**src/core/fplc_pkg.sv**
```systemverilog
// constants, register map and types for the fractional-n pll calibration and lock control
//
// ****************************************************************
// register map and rule summary
// ****************************************************************
// Operation
// - n divide is integer plus num over den
// - modulator order 0 integer up to 4
// - first control write resets modulator state
// - pin select 0 readback, 1 lock
// - lock type 0 cal status, 1 vtune
// - lock delay counts 0 to 65535 state clock cycles
// - cal-status lock low during cal and delay
// - mute outputs while lock low if enabled
// - vtune locked drives high, readback state 2
// - first control write with fcal starts band cal
// - every first control write starts amplitude cal
// - no assist starts from programmed start values
// - quick recal starts from current band, programmed amplitude
// - all forces set uses host values directly
// - state clock is reference over 1,2,4,8
package fplc_pkg;
  localparam int unsigned FPLC_AW = 7;
  localparam int unsigned FPLC_DW = 16;
  // register indexes, sixteen bits each
  localparam logic [6:0] FPLC_REG_CTRL0 = 7'h00;
  localparam logic [6:0] FPLC_REG_LOCKCFG = 7'h01;
  localparam logic [6:0] FPLC_REG_LOCKDLY = 7'h02;
  localparam logic [6:0] FPLC_REG_NINT = 7'h03;
  localparam logic [6:0] FPLC_REG_NUM_HI = 7'h04;
  localparam logic [6:0] FPLC_REG_NUM_LO = 7'h05;
  localparam logic [6:0] FPLC_REG_DEN_HI = 7'h06;
  localparam logic [6:0] FPLC_REG_DEN_LO = 7'h07;
  localparam logic [6:0] FPLC_REG_CORE = 7'h08;
  localparam logic [6:0] FPLC_REG_AMP = 7'h09;
  localparam logic [6:0] FPLC_REG_BAND = 7'h0a;
  localparam logic [6:0] FPLC_REG_STATUS = 7'h0b;
  // ctrl0 fields
  localparam int unsigned FPLC_B_FCAL = 0;
  localparam int unsigned FPLC_B_ORDER_LO = 1; // 3 bits
  localparam int unsigned FPLC_B_DIV_LO = 4; // 2 bits
  localparam int unsigned FPLC_B_DLYSEL_LO = 6; // 3 bits
  // lockcfg fields
  localparam int unsigned FPLC_B_MUXSEL = 0;
  localparam int unsigned FPLC_B_LDTYPE = 1;
  localparam int unsigned FPLC_B_MUTE = 2;
  localparam int unsigned FPLC_B_QUICK = 3;
  localparam int unsigned FPLC_B_CFORCE = 4;
  localparam int unsigned FPLC_B_AFORCE = 5;
  localparam int unsigned FPLC_B_BFORCE = 6;
  // reset values
  localparam logic [15:0] FPLC_RST_CTRL0 = 16'h0000;
  localparam logic [15:0] FPLC_RST_LOCKCFG = 16'h0001;
  localparam logic [15:0] FPLC_RST_NINT = 16'h001c;
  localparam logic [15:0] FPLC_RST_DEN_LO = 16'h0001;
  localparam logic [2:0] FPLC_RST_CORE = 3'h7;
  localparam logic [8:0] FPLC_RST_AMP = 9'h12c;
  localparam logic [7:0] FPLC_RST_BAND = 8'hb7;
  localparam logic [2:0] FPLC_MAX_ORDER = 3'h4;
  localparam logic [1:0] FPLC_LOCKED = 2'h2;
  // calibration search: band steps per state clock, amplitude settle count
  localparam logic [7:0] FPLC_AMP_SETTLE = 8'h10;
  // readback frame length: 16 data bits
  localparam logic [4:0] FPLC_RB_BITS = 5'h10;
  typedef enum logic [3:0] {
    FPLC_S_IDLE = 4'h1,
    FPLC_S_BAND = 4'h2,
    FPLC_S_AMP = 4'h4,
    FPLC_S_DELAY = 4'h8
  } fplc_state_t;
endpackage : fplc_pkg

```
**src/core/fplc_tick_if.sv**
```systemverilog
// interface carrying the state machine clock enable from the divider
`timescale 1ns/1ns
interface fplc_tick_if;
  logic [1:0] div_sel;
  logic tick;
  modport src (input div_sel, output tick);
  modport snk (output div_sel, input tick);
endinterface : fplc_tick_if

```
**src/core/fplc_smclk_div.sv**
```systemverilog
// state machine clock enable: reference divided by 1, 2, 4 or 8
`timescale 1ns/1ns
module fplc_smclk_div
  import fplc_pkg::*;
(
  input wire logic clk,
  input wire logic rst_b,
  fplc_tick_if.src tk
);
  logic [2:0] cnt_ff;
  logic [2:0] nxt_cnt;
  logic [2:0] mask;
  // mask selects 2^div cycles per tick
  assign mask = 3'((4'h1 << tk.div_sel) - 4'h1);
  assign tk.tick = ((cnt_ff & mask) == mask);
  assign nxt_cnt = cnt_ff + 3'h1;
  always_ff @(posedge clk) begin
    if (!rst_b) begin
      cnt_ff <= 3'h0;
    end else begin
      cnt_ff <= nxt_cnt;
    end
  end
endmodule : fplc_smclk_div

```
**src/core/fplc_top.sv**
```systemverilog
// fractional-n pll calibration, lock detect and readback control
//
// Local design decisions: the address map and the strobed register port.
`timescale 1ns/1ns
module fplc_top
  import fplc_pkg::*;
(
  input wire logic clk,
  input wire logic rst_b,
  input wire logic [6:0] addr,
  input wire logic [15:0] wdata,
  input wire logic wr_stb,
  input wire logic rd_stb,
  output logic [15:0] rdata,
  input wire logic band_hit,
  input wire logic vtune_locked,
  input wire logic rb_start,
  input wire logic rb_sck_rise,
  input wire logic [6:0] rb_addr,
  output logic multipurpose_output_pin,
  output logic rf_out_en,
  output logic mod_reset,
  output logic [2:0] modulator_order,
  output logic [15:0] n_integer,
  output logic [31:0] frac_numerator,
  output logic [31:0] frac_denominator,
  output logic [2:0] detector_delay_select,
  output logic [2:0] osc_core_out,
  output logic [8:0] amplitude_out,
  output logic [7:0] band_out,
  output logic cal_busy
);
  // ****************************************************************
  // registers
  // ****************************************************************
  logic [15:0] ctrl0_ff;
  logic [15:0] lockcfg_ff;
  logic [15:0] lock_indicator_delay_ff;
  logic [15:0] nint_ff;
  logic [31:0] num_ff;
  logic [31:0] den_ff;
  logic [2:0] osc_core_select_ff;
  logic [8:0] amplitude_start_ff;
  logic [7:0] band_start_ff;
  logic [15:0] rdata_ff;
  logic [15:0] nxt_rdata;
  logic wr_ctrl0;
  logic [2:0] wr_order;
  logic [2:0] wr_order_sat;
  logic [15:0] wr_den_lo;
  logic [15:0] wr_den_hi;
  logic [15:0] den_lo_keep;
  fplc_tick_if tk ();
  // write decode
  assign wr_ctrl0 = wr_stb && (addr == FPLC_REG_CTRL0);
  assign wr_order = wdata[FPLC_B_ORDER_LO +: 3];
  assign wr_order_sat = (wr_order > FPLC_MAX_ORDER) ? FPLC_MAX_ORDER : wr_order;
  // denominator of zero would be meaningless; a zero low word is stored as 1 while the high half is zero
  assign wr_den_lo = ((wdata == 16'h0000) && (den_ff[31:16] == 16'h0000)) ? 16'h0001 : wdata;
  assign wr_den_hi = wdata;
  // clearing the high half over a zero low half would leave a zero denominator
  assign den_lo_keep = ((wdata == 16'h0000) && (den_ff[15:0] == 16'h0000)) ? 16'h0001 : den_ff[15:0];
  // register file writes
  always_ff @(posedge clk) begin
    if (!rst_b) begin
      ctrl0_ff <= FPLC_RST_CTRL0;
      lockcfg_ff <= FPLC_RST_LOCKCFG;
      lock_indicator_delay_ff <= 16'h0000;
      nint_ff <= FPLC_RST_NINT;
      num_ff <= 32'h0000_0000;
      den_ff <= {16'h0000, FPLC_RST_DEN_LO};
      osc_core_select_ff <= FPLC_RST_CORE;
      amplitude_start_ff <= FPLC_RST_AMP;
      band_start_ff <= FPLC_RST_BAND;
    end else if (wr_stb) begin
      case (addr)
        FPLC_REG_CTRL0: ctrl0_ff <= {wdata[15:4], wr_order_sat, wdata[0]};
        FPLC_REG_LOCKCFG: lockcfg_ff <= wdata;
        FPLC_REG_LOCKDLY: lock_indicator_delay_ff <= wdata;
        FPLC_REG_NINT: nint_ff <= wdata;
        FPLC_REG_NUM_HI: num_ff[31:16] <= wdata;
        FPLC_REG_NUM_LO: num_ff[15:0] <= wdata;
        FPLC_REG_DEN_HI: den_ff <= {wr_den_hi, den_lo_keep};
        FPLC_REG_DEN_LO: den_ff[15:0] <= wr_den_lo;
        FPLC_REG_CORE: osc_core_select_ff <= wdata[2:0];
        FPLC_REG_AMP: amplitude_start_ff <= wdata[8:0];
        FPLC_REG_BAND: band_start_ff <= wdata[7:0];
        default: ;
      endcase
    end
  end
  // modulator reset pulses on every control write
  always_ff @(posedge clk) begin
    if (!rst_b) begin
      mod_reset <= 1'b1;
    end else begin
      mod_reset <= wr_ctrl0;
    end
  end
  // divider settings to the datapath
  assign modulator_order = ctrl0_ff[FPLC_B_ORDER_LO +: 3];
  assign n_integer = nint_ff;
  assign frac_numerator = num_ff;
  assign frac_denominator = den_ff;
  assign detector_delay_select = ctrl0_ff[FPLC_B_DLYSEL_LO +: 3];
  // ****************************************************************
  // state machine clock
  // ****************************************************************
  assign tk.div_sel = ctrl0_ff[FPLC_B_DIV_LO +: 2];
  fplc_smclk_div u_div (
    .clk(clk),
    .rst_b(rst_b),
    .tk(tk.src)
  );
  // ****************************************************************
  // calibration and lock delay
  // ****************************************************************
  fplc_state_t state_ff;
  fplc_state_t nxt_state;
  logic [2:0] core_ff;
  logic [8:0] amp_ff;
  logic [7:0] band_ff;
  logic [2:0] nxt_core;
  logic [8:0] nxt_amp;
  logic [7:0] nxt_band;
  logic [15:0] dly_ff;
  logic [15:0] nxt_dly;
  logic [7:0] settle_ff;
  logic [7:0] nxt_settle;
  logic all_force;
  logic quick;
  logic fcal_req;
  assign all_force = lockcfg_ff[FPLC_B_CFORCE] && lockcfg_ff[FPLC_B_AFORCE] && lockcfg_ff[FPLC_B_BFORCE];
  assign quick = lockcfg_ff[FPLC_B_QUICK];
  assign fcal_req = wr_ctrl0 && wdata[FPLC_B_FCAL];
  // calibration sequencer; a control write restarts it from any state
  always_comb begin
    nxt_state = state_ff;
    nxt_core = core_ff;
    nxt_amp = amp_ff;
    nxt_band = band_ff;
    nxt_dly = dly_ff;
    nxt_settle = settle_ff;
    if (wr_ctrl0) begin
      nxt_settle = FPLC_AMP_SETTLE;
      if (all_force) begin
        nxt_core = osc_core_select_ff;
        nxt_amp = amplitude_start_ff;
        nxt_band = band_start_ff;
        nxt_state = FPLC_S_AMP;
      end else begin
        nxt_core = osc_core_select_ff;
        nxt_amp = amplitude_start_ff;
        nxt_band = quick ? band_ff : band_start_ff;
        nxt_state = fcal_req ? FPLC_S_BAND : FPLC_S_AMP;
      end
    end else if (tk.tick) begin
      case (state_ff)
        FPLC_S_IDLE: ;
        FPLC_S_BAND: begin
          // band search steps down until the comparator reports a hit
          if (band_hit || (band_ff == 8'h00)) begin
            nxt_state = FPLC_S_AMP;
          end else begin
            nxt_band = band_ff - 8'h01;
          end
        end
        FPLC_S_AMP: begin
          if (settle_ff == 8'h00) begin
            nxt_dly = lock_indicator_delay_ff;
            nxt_state = FPLC_S_DELAY;
          end else begin
            nxt_settle = settle_ff - 8'h01;
          end
        end
        FPLC_S_DELAY: begin
          if (dly_ff == 16'h0000) begin
            nxt_state = FPLC_S_IDLE;
          end else begin
            nxt_dly = dly_ff - 16'h0001;
          end
        end
        default: nxt_state = FPLC_S_IDLE;
      endcase
    end
  end
  always_ff @(posedge clk) begin
    if (!rst_b) begin
      state_ff <= FPLC_S_IDLE;
      core_ff <= FPLC_RST_CORE;
      amp_ff <= FPLC_RST_AMP;
      band_ff <= FPLC_RST_BAND;
      dly_ff <= 16'h0000;
      settle_ff <= 8'h00;
    end else begin
      state_ff <= nxt_state;
      core_ff <= nxt_core;
      amp_ff <= nxt_amp;
      band_ff <= nxt_band;
      dly_ff <= nxt_dly;
      settle_ff <= nxt_settle;
    end
  end
  assign osc_core_out = core_ff;
  assign amplitude_out = amp_ff;
  assign band_out = band_ff;
  assign cal_busy = (state_ff == FPLC_S_BAND) || (state_ff == FPLC_S_AMP);
  // ****************************************************************
  // lock indication and muting
  // ****************************************************************
  logic lock_ind;
  logic lock_ff;
  logic [1:0] lock_state;
  // cal-status lock stays low through calibration and the delay count
  assign lock_ind = lockcfg_ff[FPLC_B_LDTYPE] ? vtune_locked : (state_ff == FPLC_S_IDLE);
  assign lock_state = vtune_locked ? FPLC_LOCKED : 2'h0;
  always_ff @(posedge clk) begin
    if (!rst_b) begin
      lock_ff <= 1'b0;
      rf_out_en <= 1'b0;
    end else begin
      lock_ff <= lock_ind;
      rf_out_en <= !(lockcfg_ff[FPLC_B_MUTE] && !lock_ind);
    end
  end
  // ****************************************************************
  // readback shifter and pin mux
  // ****************************************************************
  logic [15:0] rb_sh_ff;
  logic [4:0] rb_cnt_ff;
  logic [15:0] rb_word;
  logic [15:0] status_word;
  assign status_word = {8'h00, 1'b0, lock_state, cal_busy, state_ff};
  // shared read selector for bus and serial readback
  function automatic logic [15:0] sel(input logic [6:0] a, input logic [15:0] st);
    case (a)
      FPLC_REG_CTRL0: sel = ctrl0_ff;
      FPLC_REG_LOCKCFG: sel = lockcfg_ff;
      FPLC_REG_LOCKDLY: sel = lock_indicator_delay_ff;
      FPLC_REG_NINT: sel = nint_ff;
      FPLC_REG_NUM_HI: sel = num_ff[31:16];
      FPLC_REG_NUM_LO: sel = num_ff[15:0];
      FPLC_REG_DEN_HI: sel = den_ff[31:16];
      FPLC_REG_DEN_LO: sel = den_ff[15:0];
      FPLC_REG_CORE: sel = {13'h0000, core_ff};
      FPLC_REG_AMP: sel = {7'h00, amp_ff};
      FPLC_REG_BAND: sel = {8'h00, band_ff};
      FPLC_REG_STATUS: sel = st;
      default: sel = 16'h0000;
    endcase
  endfunction : sel
  // process form so the selection follows every register the selector reads
  always_comb begin
    rb_word = sel(rb_addr, status_word);
    nxt_rdata = rd_stb ? sel(addr, status_word) : 16'h0000;
  end
  // shift msb first, one bit per serial clock rise
  always_ff @(posedge clk) begin
    if (!rst_b) begin
      rb_sh_ff <= 16'h0000;
      rb_cnt_ff <= 5'h00;
    end else if (rb_start) begin
      rb_sh_ff <= rb_word;
      rb_cnt_ff <= FPLC_RB_BITS;
    end else if (rb_sck_rise && (rb_cnt_ff != 5'h00)) begin
      rb_sh_ff <= {rb_sh_ff[14:0], 1'b0};
      rb_cnt_ff <= rb_cnt_ff - 5'h01;
    end
  end
  always_ff @(posedge clk) begin
    if (!rst_b) begin
      multipurpose_output_pin <= 1'b0;
      rdata_ff <= 16'h0000;
    end else begin
      multipurpose_output_pin <= lockcfg_ff[FPLC_B_MUXSEL] ? lock_ff : rb_sh_ff[15];
      rdata_ff <= nxt_rdata;
    end
  end
  assign rdata = rdata_ff;
endmodule : fplc_top

```
**config.mk**
```make
export PLATFORM = sky130hd
export DESIGN_NAME = fplc_top
export DESIGN_NICKNAME = d
export VERILOG_FILES = /design/src/core/fplc_pkg.sv /design/src/core/fplc_tick_if.sv /design/src/core/fplc_smclk_div.sv /design/src/core/fplc_top.sv
export SDC_FILE = /design/constraint.sdc
export NUM_CORES = 1
export LEC_CHECK = 0
export ABC_AREA = 1
export BUFFER_PORTS_ARGS = -buffer_cell sky130_fd_sc_hd__buf_2
export CELL_PAD_IN_SITES_DETAIL_PLACEMENT = 0
export CELL_PAD_IN_SITES_GLOBAL_PLACEMENT = 2
export CORE_MARGIN = 4
export CORE_UTILIZATION = 33
export CTS_BUF_LIST = sky130_fd_sc_hd__clkbuf_2
export DETAILED_ROUTE_END_ITERATION = 10
export PLACE_DENSITY = 0.85
export SLEW_MARGIN = 20
export SYNTH_ARGS = -nofsm -noshare
export SYNTH_HDL_FRONTEND = slang
export SYNTH_SLANG_ARGS = --single-unit
```
**constraint.sdc**
```tcl
create_clock -name clk -period 2.1 [get_ports clk]
set_input_delay 0.105 -clock clk [delete_from_list [all_inputs] [get_ports clk]]
set_output_delay 0.105 -clock clk [all_outputs]
set_load 0.1 [all_outputs]
```
* After elaboration in Yosys (flattened, before gate mapping)
Cells that the tools add are included.
Cells by class: add/subtract/negate cells 6, $lt $le $gt $ge 1, eq/ne operators 37, shift operators 1, multiplexer cells 34, bitwise gates (word level) 4, reduce and logical (&&, ||, !) cells 46
Operator list (count):
- $pmux 16 s12 | 2
- $mux 16 | 6
- $logic_not 16->1 | 4
- $pmux 16 s2 | 2
- $eq 7x3->1 const B | 8
- $eq 7x4->1 const B | 8
- $mux 8 | 6
- $mux 5 | 6
- $eq 7x2->1 const B | 4
- $reduce_and 2->1 | 11
- $mux 4 | 5
- $logic_not 8->1 | 2
- $pmux 4 s4 | 1
- $sub 16x1->16 const B | 1
- $sub 8x1->8 const B | 2
- $eq 7x1->1 const B | 2
- $logic_not 7->1 | 2
- $ne 2x2->1 const B | 6
- $reduce_bool 2->1 | 6
- $reduce_and 5->1 | 2
- $mux 3 | 3
- $ne 3x3->1 const B | 3
- $reduce_and 3->1 | 3
- $logic_and 1x1->1 | 8
- 20 further kinds | 26
Word-level totals: bits in registers 240, bits of input ports 38, output and inout bits 126, logic and storage cells 156

* Logic depth before layout (Yosys ltp)
Gate-level depths: netlist (run 1).
depth after elaboration 6, gate-level depth with buffers 12, gate-level depth less buffers 11

* Modules after synthesis
Synthesis (run 1) repeated with hierarchy kept, for this count alone.
Second synthesis, totals: cells, all modules 1872, area total of the unflattened synthesis 12502.0 µm²
Modules (own cells, without submodules):
- fplc_top | instances 1, cells each 1850, area each 12361.9 µm², sequential area each 4744.6 µm²
- fplc_smclk_div | instances 1, cells each 22, area each 140.1 µm², sequential area each 60.1 µm²

* Worst setup path before layout (run 1)
Ideal clock, no wire load.
kind register to register, start point reg band_ff[0] (netlist: band_out[0]), end point reg band_ff[0] (netlist: band_out[0]), library setup time 0.125 ns, arrival 2.226 ns, required time 1.975 ns, setup slack -0.251 ns, stages on the path, launching flop included 12, path buffers 1, cell sequence dfxtp_1 -> inv_1 -> ha_1 -> nand2_1 -> nor2_1 -> nor2_1 -> nand2_1 -> nand2_1 -> nand2_1 -> buf_4 -> a21oi_1 -> o21ai_0
Between the ends: cells in the longest elaborated chain, start to end 5, elaborated cells between the ends (all ways) 9, classes of those cells add/sub (1); eq/ne (1); mux (4); reduce/logical (3)
RTL lines:
- start: declaration | line fplc_top.sv:122 | logic [7:0] band_ff;
- start signal: assignment | line fplc_top.sv:199 | band_ff <= nxt_band;
- $sub 8x1->8 | line fplc_top.sv:165 | nxt_band = band_ff - 8'h01;
- $mux 8 | line fplc_top.sv:162 | if (band_hit || (band_ff == 8'h00)) begin
- $mux 8 | line fplc_top.sv:158 | case (state_ff)
- $mux 8 | line fplc_top.sv:157 | end else if (tk.tick) begin
- $mux 8 | line fplc_top.sv:144 | if (wr_ctrl0) begin
Several ways; a longest one is shown, not always the timed one. The select of a mux whose other input is x is not followed. A chain may end at the register's enable or synchronous reset.

* Worst setup path after layout (run 1)
start point in addr[3], end point reg num_ff[9] (netlist: frac_numerator[9])
Between the ends: cells in the longest elaborated chain, start to end 2
RTL lines:
- start: declaration | line fplc_top.sv:10 | input wire logic [6:0] addr,
- $eq 7x3->1 | line fplc_top.sv:76 | case (addr)
- $reduce_and 2->1 (no source line)
- end signal: assignment | line fplc_top.sv:82 | FPLC_REG_NUM_LO: num_ff[15:0] <= wdata;
- end: declaration | line fplc_top.sv:40 | logic [31:0] num_ff;
No other way between the ends.

==> results of run 1 <==
[power by group]
group          leakage [nW]  switching, W  total, W  internal, W
Combinational          4.61       0.00128   0.00190     0.000615
Clock                 0.499       0.00217   0.00368      0.00151
Sequential             1.94     0.0000903   0.00475      0.00466
Total                  7.05       0.00354    0.0103      0.00678
[worst reg2reg max path, delay by kind of cell (launching register included)]
family,cells,cell delay [ns]
and+or+nand+nor,5,0.58
buffers and inverters,1,0.57
DFF,1,0.40
AOI/OAI and AO/OA,2,0.35
[sequential cells by signal, summed over array words and instances, names as in the netlist, 9 cells and up]
signal	count
n_integer	16
frac_denominator	32
rb_sh_ff	16
dly_ff	16
frac_numerator	32
lockcfg_ff	16
amplitude_start_ff	9
rdata	16
ctrl0_ff	16
amplitude_out	9
lock_indicator_delay_ff	16
[through the flow]
| stage | setup TNS (ns) | worst slack [ns] | hold slack [ns] | total power, W | util, % |
|---|---|---|---|---|---|
| finish | 0 | 0.0276 | -0.0103 | 0.0103 | 41.7 |
| global route | -0.0222 | -0.0192 | 0.00663 | 0.0109 | 41.7 |
| CTS | 0 | 0.000419 | 0.0113 | 0.0104 | 41.4 |
| detailed placement | 0 | 0.160 | 0.415 | 0.00662 | 38.0 |
| global placement | 0 | 0.194 | 0.411 | 0.00663 | 38.0 |
| floorplan | 0 | 0.0158 | 0.231 | 0.00608 | - |
[metal layers]
metal / GRT usage [%] / wire [µm] / vias up
li1: - / - / 6747
met1: 34.9 / 24300 / 6504
met2: 41.1 / 24400 / 540
met3: 5.11 / 3920 / 82
met4: 7.86 / 1300 / 0
met5: 0 / 0 / -
[final cells by class]
cell class              instances  area, µm²  area share [%]
inverters                     228        861            5.62
well taps                     468        586            3.82
clock inverters                13       83.8           0.547
multi-input cells            1300       6280            41.0
flip-flops and latches        240       4810            31.4
diodes                          2       5.00          0.0327
repair buffers                306       2150            14.0
clock buffers                 111        556            3.62
[worst paths after layout]
path,startpoint,endpoint,slack [ns],cells after the start
max reg2reg,frac_denominator[12],frac_denominator[7],0.15,8
max,addr[3],frac_numerator[9],0.03,13
min reg2reg,rb_sh_ff[0],rb_sh_ff[0],0.47,2
min,addr[4],rdata[8],-0.01,8
[kinds of logic after synthesis]
kind of cell | after synthesis | share of synthesized area [%]
AO/OA/AOI/OAI | 478 | 21.1
adder cells (fa/ha/maj) | 8 | 0.810
buffers and inverters | 324 | 10.7
XOR/XNOR | 14 | 0.992
AND/OR/NAND/NOR | 800 | 27.6
flip-flops | 240 | 38.9
[cell usage after synthesis, types with 13 or more instances]
library cell  count  area [µm²]
nand2_1         326        1220
nor2_1          241         905
dfxtp_1         240        4800
inv_1           213         800
o21ai_0         205        1030
nand3_1         187         936
a21oi_1         152         761
o22ai_1          60         375
clkbuf_1         42         158
buf_2            38         190
o21ai_1          18        90.1
inv_2            13        48.8
[repair_timing]
item | in CTS | in global routing
endpoints found under the hold margin | 220 | 4
endpoints found under the setup margin | 4 | 10
resized for setup | 12 | 13
hold buffers | 58 | 3
pin swaps | 2 | 2
buffers inserted | 2 | 3
==> metrics.yaml, run 1 <==
die_y_um: 202
period_share_pct: 98.7
cp_cell_sequence: "dlygate4sd3_1 -> buf_2 -> inv_2 -> nand2_2 -> nor2_4 -> inv_2 -> nor2_2 -> nand2_1 -> buf_4 -> o21ai_0 -> dlygate4sd3_1 -> a21oi_1 -> dlygate4sd3_1"
final_antenna_net_count: 0
cp_slowest_stage_delay_ns: 0.56
placedCellCount: 2477
clkLatencyLatePin_ns: 0.95
synthesis.area_mm2: 0.0124
setup_viol: 0
gp_congestion: 0.971
synthCells: 1864
grt-ovfl-total: 0
fillers: 4055
crit_arrival_ns: 2.90
clock_skew_ns: 0.0924
critPathTopFamily: "buffers and inverters"
grt_pass1_vias: 13210
critical_path_class: "primary input to flip-flop"
cap_violations: 0
die_area_mm2: 0.0406
fmax_mhz: 483
wire_per_inst_um: 20.2
drcViolationCount: 0
crit_top_cell: "dlygate4sd3_1"
drt-total-wl_um: 53900
fin_cells: 2668
synthArstFlopShare_pct: 0
cts_buffers: 73
syn_avg_cell_area_um2: 6.63
cts.clk_slew.worst_paths_ns: 0.11
grt_max_degree: 60
relSlewSlack_pct: 60.6
cts_root_buf: "clkbuf_2"
whs_ns: -0.0103
drtPass1Iterations: 6
synth-seq-cells: 240
finalHoldViolations: 2
antenna_found_initial: 1
tightestPinTransition_ns: 0.588
slew_viol_final: 0
violations: "hold timing"
endpoint_kind: "flip-flop"
clockBufferDepth: 3
first_iter_violations: 1178
num_rows: 70
area_growth_pct: 24.0
cts_tree: "built"
viasPerCell: 5.20
fp.dieW_um: 202
dp_hpwl_um: 39200
gr-usage-all-layers_pct: 25.6
drive_above_1_share_pct: 19.7
ir_drop_mv: 0.272
slowest_stage: "dlygate4sd3_1"
fin_nets: 2195
yosys_warnings: 0
hold_path_class: "primary input to flip-flop"
cts.htree.levels: 3
synth_cell_types: 43
ys_seq_area_share_pct: 38.9
p_leak_nw: 7.05
num_vias: 13873
synth_edf_count: 0
placed_area_mm2: 0.0140
stdcell_area_mm2: 0.0153
io_pins: 164
power_density_mw_per_mm2: 673
final_common_cell: "nand2_1"
final_cell_mix: "nand2_1, nor2_1, dfxtp_1, inv_1, o21ai_0"
initial_core_util_pct: 33.6
core_mm2: 0.0368
cp_data_required_time_ns: 2.93
cts_sinks: 240
cp-start-kind: "primary input"
fin_crit_ns: 2.07
io_buffers: 163
dominantRegCellSynth: "dfxtp_1"
syn_nets: 1910
cp_num_buf_inv: 7
cp_max_fo: 7
status: "complete, but fails checks"
grt_pass1_wl_um: 81200
(Power assumes the default switching activity.)
==> run 2, diff against run 1 <==
--- a/config.mk
+++ b/config.mk
@@ -10,10 +10,11 @@
 export CELL_PAD_IN_SITES_DETAIL_PLACEMENT = 0
 export CELL_PAD_IN_SITES_GLOBAL_PLACEMENT = 2
 export CORE_MARGIN = 4
-export CORE_UTILIZATION = 33
+export CORE_UTILIZATION = 30
 export CTS_BUF_LIST = sky130_fd_sc_hd__clkbuf_2
+export CTS_CLUSTER_SIZE = 16
 export DETAILED_ROUTE_END_ITERATION = 10
-export PLACE_DENSITY = 0.85
+export PLACE_DENSITY = 0.78
 export SLEW_MARGIN = 20
 export SYNTH_ARGS = -nofsm -noshare
 export SYNTH_HDL_FRONTEND = slang
==> metrics.yaml, run 2 (synthesized netlist as in run 1, its figures left out) <==
initial_core_util_pct: 30.3  # was 33.6%
fillers: 4486  # was 4,055
fp.dieW_um: 211  # was 202 µm
status: "complete, no violations"  # was complete, but fails checks
cts.clk_slew.worst_paths_ns: 0.09  # was 0.11 ns
cts_sinks: 240  # unchanged
cts.htree.levels: 3  # unchanged
power_frac_seq_pct: 45.7  # was 46.0%
final_common_cell: "nand2_1"  # unchanged
combPwrFrac_pct: 18.0  # was 18.4%
num_rows: 74  # was 70
grt_max_degree: 82  # was 60
cp-start-kind: "primary input"  # unchanged
wire_per_inst_um: 20.4  # was 20.2 µm
fin_crit_ns: 2.03  # was 2.07 ns
core_mm2: 0.0408  # was 0.0368 mm²
internal_power_w: 0.00685  # was 0.00678 W
clockBufferDepth: 3  # unchanged
reg2reg_setup_slack_ns: 0.25  # was 0.15 ns
placedCellCount: 2529  # was 2,477
pre_cts_ws_ns: 0.00318  # was 0.160 ns
final_antenna_net_count: 0  # unchanged
relSlewSlack_pct: 46.2  # was 60.6%
cp_slowest_stage_delay_ns: 0.60  # was 0.56 ns
fin_nets: 2176  # was 2,195
cp_max_fo: 24  # was 7
power_density_mw_per_mm2: 681  # was 673 mW/mm²
drtPass1Iterations: 5  # was 6
die_y_um: 211  # was 202 µm
critical_path_class: "primary input to flip-flop"  # unchanged
tightestPinTransition_ns: 0.805  # was 0.588 ns
reg2reg_from: "state_ff[2]"  # was frac_denominator[12]
final.setup.worst_slack_ns: 0.0714  # was 0.0276 ns
slowest_stage: "dlygate4sd3_1"  # unchanged
setup_viol: 0  # unchanged
p_sw_share_pct: 34.1  # was 34.3%
grt-ovfl-total: 0  # unchanged
cts_root_buf: "clkbuf_2"  # unchanged
timing.setup.tns_ns: 0  # unchanged
crit_top_cell: "dlygate4sd3_1"  # unchanged
dp_hpwl_um: 40100  # was 39,200 µm
die_area_mm2: 0.0445  # was 0.0406 mm²
drive_above_1_share_pct: 18.6  # was 19.7%
drcViolationCount: 0  # unchanged
slew_viol_final: 0  # unchanged
clock_skew_ns: 0.0828  # was 0.0924 ns
endpoint_kind: "flip-flop"  # unchanged
rsz0062_at_grt: "no"
cp_data_required_time_ns: 2.92  # was 2.93 ns
period_share_pct: 96.6  # was 98.7%
first_iter_violations: 1127  # was 1,178
fin_util_pct: 37.4  # was 41.7%
startpoint: "addr[3]"  # unchanged
whs_ns: 0.0633  # was -0.0103 ns
gr-usage-all-layers_pct: 24.2  # was 25.6%
rr_endpoint: "dly_ff[5]"  # was frac_denominator[7]
crit_arrival_ns: 2.85  # was 2.90 ns
grt_pass1_wl_um: 83000  # was 81,200 µm
hold_path_class: "primary input to flip-flop"  # unchanged
rr_worst_depth: 10  # was 8
clockPowerShare_pct: 36.3  # was 35.6%
cap_violations: 0  # unchanged
gp_congestion: 0.911  # was 0.971
viasPerCell: 5.08  # was 5.20
cp_num_cells: 11  # was 13
cp_cell_sequence: "buf_2 -> inv_2 -> nand2_1 -> nor2_4 -> dlygate4sd3_1 -> nand3_2 -> buf_12 -> o21ai_0 -> dlygate4sd3_1 -> a21oi_1 -> dlygate4sd3_1"  # was dlygate4sd3_1 -> buf_2 -> inv_2 -> nand2_2 -> nor2_4 -> inv_2 -> nor2_2 -> nand2_1 -> buf_4 -> o21ai_0 -> dlygate4sd3_1 -> a21oi_1 -> dlygate4sd3_1
p_leak_nw: 6.95  # was 7.05 nW
crit_end: "frac_numerator[29]"  # was frac_numerator[9]
fmax_mhz: 493  # was 483 MHz
final_cell_mix: "nand2_1, nor2_1, dfxtp_1, inv_1, o21ai_0"  # unchanged
clkLatencyLatePin_ns: 0.94  # was 0.95 ns
cp_num_buf_inv: 6  # was 7
num_vias: 13736  # was 13,873
drt-total-wl_um: 55200  # was 53,900 µm
cts_tree: "built"  # unchanged
critPathTopFamily: "buffers and inverters"  # unchanged
cts_buffers: 71  # was 73
finalHoldViolations: 0  # was 2
area_growth_pct: 23.5  # was 24.0%
ir_drop_mv: 0.322  # was 0.272 mV
io_buffers: 163  # unchanged
fin_cells: 2705  # was 2,668
antenna_found_initial: 1  # unchanged
io_pins: 164  # unchanged
power_switching_w: 0.00355  # was 0.00354 W
grt_pass1_vias: 13481  # was 13,210
==> run 2: final cells by class <==
class / instances / area (µm²) / share of cell area, %
multi-input combinational: 1300 / 6280 / 41.1
tap: 532 / 666 / 4.36
inverter: 228 / 858 / 5.62
timing repair buffer: 289 / 2020 / 13.2
antenna: 1 / 2.50 / 0.0164
clock inverter: 19 / 155 / 1.02
clock buffer: 96 / 480 / 3.15
sequential: 240 / 4810 / 31.5
==> run 2: timing repair <==
action | CTS | global route
buffers inserted | 2 | 1
endpoints found under the hold margin | 221 | 0
hold buffers | 57 | 0
resized for setup | 9 | 17
endpoints found under the setup margin | 1 | 8
pin swaps | 1 | 2
cloned | 0 | 0
==> run 2: metrics by stage <==
step                total power [W]  cell area, µm²
floorplan                   0.00608           12400
global placement            0.00663           14000
detailed placement          0.00664           14000
CTS                          0.0105           15200
global route                 0.0110           15300
finish                       0.0104           15300
==> run 2: power groups by stage <==
stage / clock (W) / sequential (W) / combinational, W
6_report: 0.00378 / 0.00475 / 0.00187
5_1_grt: 0.00415 / 0.00477 / 0.00210
4_1_cts: 0.00387 / 0.00475 / 0.00187
3_5_place_dp: 0 / 0.00485 / 0.00179
3_3_place_gp: 0 / 0.00485 / 0.00178
2_1_floorplan: 0 / 0.00494 / 0.00114
==> run 2: how the worst min path moves through the flow <==
stage	start	to	slack (ns)	cells after the start
5_1_grt	wdata[8]	amplitude_start_ff[8]	0.08	4
4_1_cts	addr[3]	rdata[15]	0.0001	8
3_5_place_dp	rb_sck_rise	rb_cnt_ff[4]	0.42	4
2_1_floorplan	wdata[3]	amplitude_start_ff[3]	0.23	2
6_report	addr[3]	rdata[15]	0.06	8
3_3_place_gp	rb_sck_rise	rb_cnt_ff[4]	0.42	4
==> run 2: per-layer routing <==
layer | track usage [%] | part of all wire (%)
met4 | 7.13 | 2.3
met2 | 38.4 | 45
met5 | 0 | 0
met3 | 3.51 | 5.9
met1 | 34.2 | 47
==> run 2: worst reg2reg max path: stages, from the launching register on <==
cell and delay (ns):
dfxtp_2 0.35, inv_1 0.15, nor2_1 0.07, nand2_2 0.09, buf_4 0.16, inv_2 0.05, o21ai_2 0.10, nand3_2 0.14
a21oi_4 0.40, buf_4 0.20, a21oi_1 0.06
==> run 3, diff against run 2 <==
--- a/config.mk
+++ b/config.mk
@@ -6,15 +6,16 @@
 export NUM_CORES = 1
 export LEC_CHECK = 0
 export ABC_AREA = 1
+export ABC_CLOCK_PERIOD_IN_PS = 2100
 export BUFFER_PORTS_ARGS = -buffer_cell sky130_fd_sc_hd__buf_2
 export CELL_PAD_IN_SITES_DETAIL_PLACEMENT = 0
 export CELL_PAD_IN_SITES_GLOBAL_PLACEMENT = 2
 export CORE_MARGIN = 4
-export CORE_UTILIZATION = 30
+export CORE_UTILIZATION = 33
 export CTS_BUF_LIST = sky130_fd_sc_hd__clkbuf_2
 export CTS_CLUSTER_SIZE = 16
 export DETAILED_ROUTE_END_ITERATION = 10
-export PLACE_DENSITY = 0.78
+export PLACE_DENSITY = 0.85
 export SLEW_MARGIN = 20
 export SYNTH_ARGS = -nofsm -noshare
 export SYNTH_HDL_FRONTEND = slang
==> metrics.yaml, run 3 (synthesized netlist as in run 1, its figures left out) <==
status: "complete, but fails checks"  # was complete, no violations
violations: "hold timing"
grt_pass1_wl_um: 81200  # was 83,000 µm
antenna_found_initial: 1  # unchanged
fmax_mhz: 486  # was 493 MHz
cap_violations: 0  # unchanged
stdcell_area_mm2: 0.0154  # was 0.0153 mm²
seq_area_mm2: 0.00481  # about the same
dp_hpwl_um: 39200  # was 40,100 µm
rsz0062_at_grt: "no"  # unchanged
fp.dieW_um: 202  # was 211 µm
fillers: 4053  # was 4,486
power_density_mw_per_mm2: 687  # was 681 mW/mm²
fin_cells: 2667  # was 2,705
core_mm2: 0.0368  # was 0.0408 mm²
ir_drop_mv: 0.284  # was 0.322 mV
grt_pass1_vias: 13230  # was 13,481
final_common_cell: "nand2_1"  # unchanged
timing.setup.tns_ns: 0  # unchanged
whs_endpoint: "rdata[8]"  # was rdata[15]
critical_path_class: "primary input to flip-flop"  # unchanged
design_power_total_w: 0.0106  # was 0.0104 W
whs_ns: -0.0207  # was 0.0633 ns
period_share_pct: 97.9  # was 96.6%
initial_core_util_pct: 33.6  # was 30.3%
p_leak_nw: 7.06  # was 6.95 nW
cts_buffers: 73  # was 71
cts.clk_slew.worst_paths_ns: 0.11  # was 0.09 ns
cp_max_fo: 7  # was 24
area_growth_pct: 24.2  # was 23.5%
cp-start-kind: "primary input"  # unchanged
fin_nets: 2194  # was 2,176
clock_skew_ns: 0.0851  # was 0.0828 ns
clockBufferDepth: 3  # unchanged
die_area_mm2: 0.0406  # was 0.0445 mm²
drtPass1Iterations: 5  # unchanged
gr-usage-all-layers_pct: 25.6  # was 24.2%
cts_tree: "built"  # unchanged
cts_root_buf: "clkbuf_2"  # unchanged
cts.htree.levels: 3  # unchanged
endpoint_kind: "flip-flop"  # unchanged
hold_path_class: "primary input to flip-flop"  # unchanged
cts_sinks: 240  # unchanged
relSlewSlack_pct: 62.4  # was 46.2%
drcViolationCount: 0  # unchanged
fin_crit_ns: 2.06  # was 2.03 ns
tightestPinTransition_ns: 0.562  # was 0.805 ns
rr_worst_depth: 8  # was 10
fin_util_pct: 41.8  # was 37.4%
num_rows: 70  # was 74
placedCellCount: 2477  # was 2,529
setup_viol: 0  # unchanged
reg2reg_from: "frac_denominator[12]"  # was state_ff[2]
grt-ovfl-total: 0  # unchanged
crit_arrival_ns: 2.89  # was 2.85 ns
gp_congestion: 0.971  # was 0.911
first_iter_violations: 1180  # was 1,127
io_pins: 164  # unchanged
rr_endpoint: "frac_denominator[7]"  # was dly_ff[5]
drt-total-wl_um: 54000  # was 55,200 µm
multi_input_area_mm2: 0.00627  # was 0.00628 mm²
final_cell_mix: "nand2_1, nor2_1, dfxtp_1, inv_1, o21ai_0"  # unchanged
reg2reg_setup_slack_ns: 0.14  # was 0.25 ns
num_vias: 13919  # was 13,736
placed_area_mm2: 0.0140  # about the same
die_y_um: 202  # was 211 µm
cp_data_required_time_ns: 2.93  # was 2.92 ns
grt_max_degree: 60  # was 82
clkLatencyLatePin_ns: 0.95  # was 0.94 ns
final_antenna_net_count: 0  # unchanged
whs_path_depth: 8  # unchanged
wire_per_inst_um: 20.2  # was 20.4 µm
slew_viol_final: 0  # unchanged
io_buffers: 163  # unchanged
hp-start: "addr[4]"  # was addr[3]
viasPerCell: 5.22  # was 5.08
finalHoldViolations: 2  # was 0
drive_above_1_share_pct: 19.6  # was 18.6%
[run 3: changes by cell type in the layout (fill, tap and decap cells not counted), sizes merged, moves of 3 or more]
| cell | change |
|---|---|
| clkbuf | +11 |
| clkinv | -5 |
| buf | +16 |
| dlygate4sd3 | +3 |
[run 3: critical path: stages]
cell and delay (ns):
dlygate4sd3_1 0.54, buf_2 0.16, inv_2 0.10, nand2_2 0.10
nor2_4 0.15, inv_2 0.07, nor2_2 0.14, nand2_2 0.08
buf_4 0.17, o21ai_0 0.13, dlygate4sd3_1 0.56, a21oi_1 0.04
dlygate4sd3_1 0.55
[run 3: per-stage QoR]
| stage | hold WS, ns | worst slack (ns) |
|---|---|---|
| finish | -0.0207 | 0.0432 |
| global route | 0.0213 | 0.00729 |
| CTS | 0.00935 | 0.00585 |
| detailed placement | 0.415 | 0.160 |
| global placement | 0.411 | 0.194 |
| floorplan | 0.231 | 0.0158 |
[run 3: repair_timing]
item                                   CTS  global route
endpoints found under the hold margin  220             4
gates resized for setup                 13             9
setup buffers                            2             2
setup endpoints to repair                5             9
pin swaps                                2             1
hold buffers                            58             3
[run 3: how the worst max path moves through the flow]
stage                      start                end  slack [ns]  cells past startpoint
floorplan            band_out[3]        band_out[0]        0.02                     10
global placement         addr[5]           rdata[3]        0.19                     14
detailed placement       addr[5]           rdata[3]        0.16                     14
CTS                 n_integer[3]       n_integer[3]       0.006                      1
global route         state_ff[3]           cal_busy       0.007                      4
finish                   addr[3]  frac_numerator[9]        0.04                     13
[run 3: final cells by class]
cell class | count | share of cell area, %
flip-flops and latches | 240 | 31.3
well taps | 468 | 3.81
clock inverters | 14 | 0.888
diodes | 2 | 0.0326
clock buffers | 110 | 3.58
repair buffers | 305 | 13.9
inverters | 228 | 5.60
multi-input cells | 1300 | 40.8
[run 3: metal layers]
layer / vias up / part of all wire (%) / track usage (%) / wire, µm
li1: 6744 / - / - / -
met3: 86 / 7.4 / 5.04 / 4010
met5: - / 0 / 0 / 0
met1: 6541 / 45 / 34.9 / 24200
met4: 0 / 2.3 / 7.47 / 1240
met2: 548 / 45 / 41.2 / 24500
[run 3: power breakdown]
part	leakage, nW	switching [W]	internal, W
Clock	0.520	0.00217	0.00174
Combinational	4.60	0.00128	0.000612
Sequential	1.94	0.0000879	0.00466
Total	7.06	0.00354	0.00701
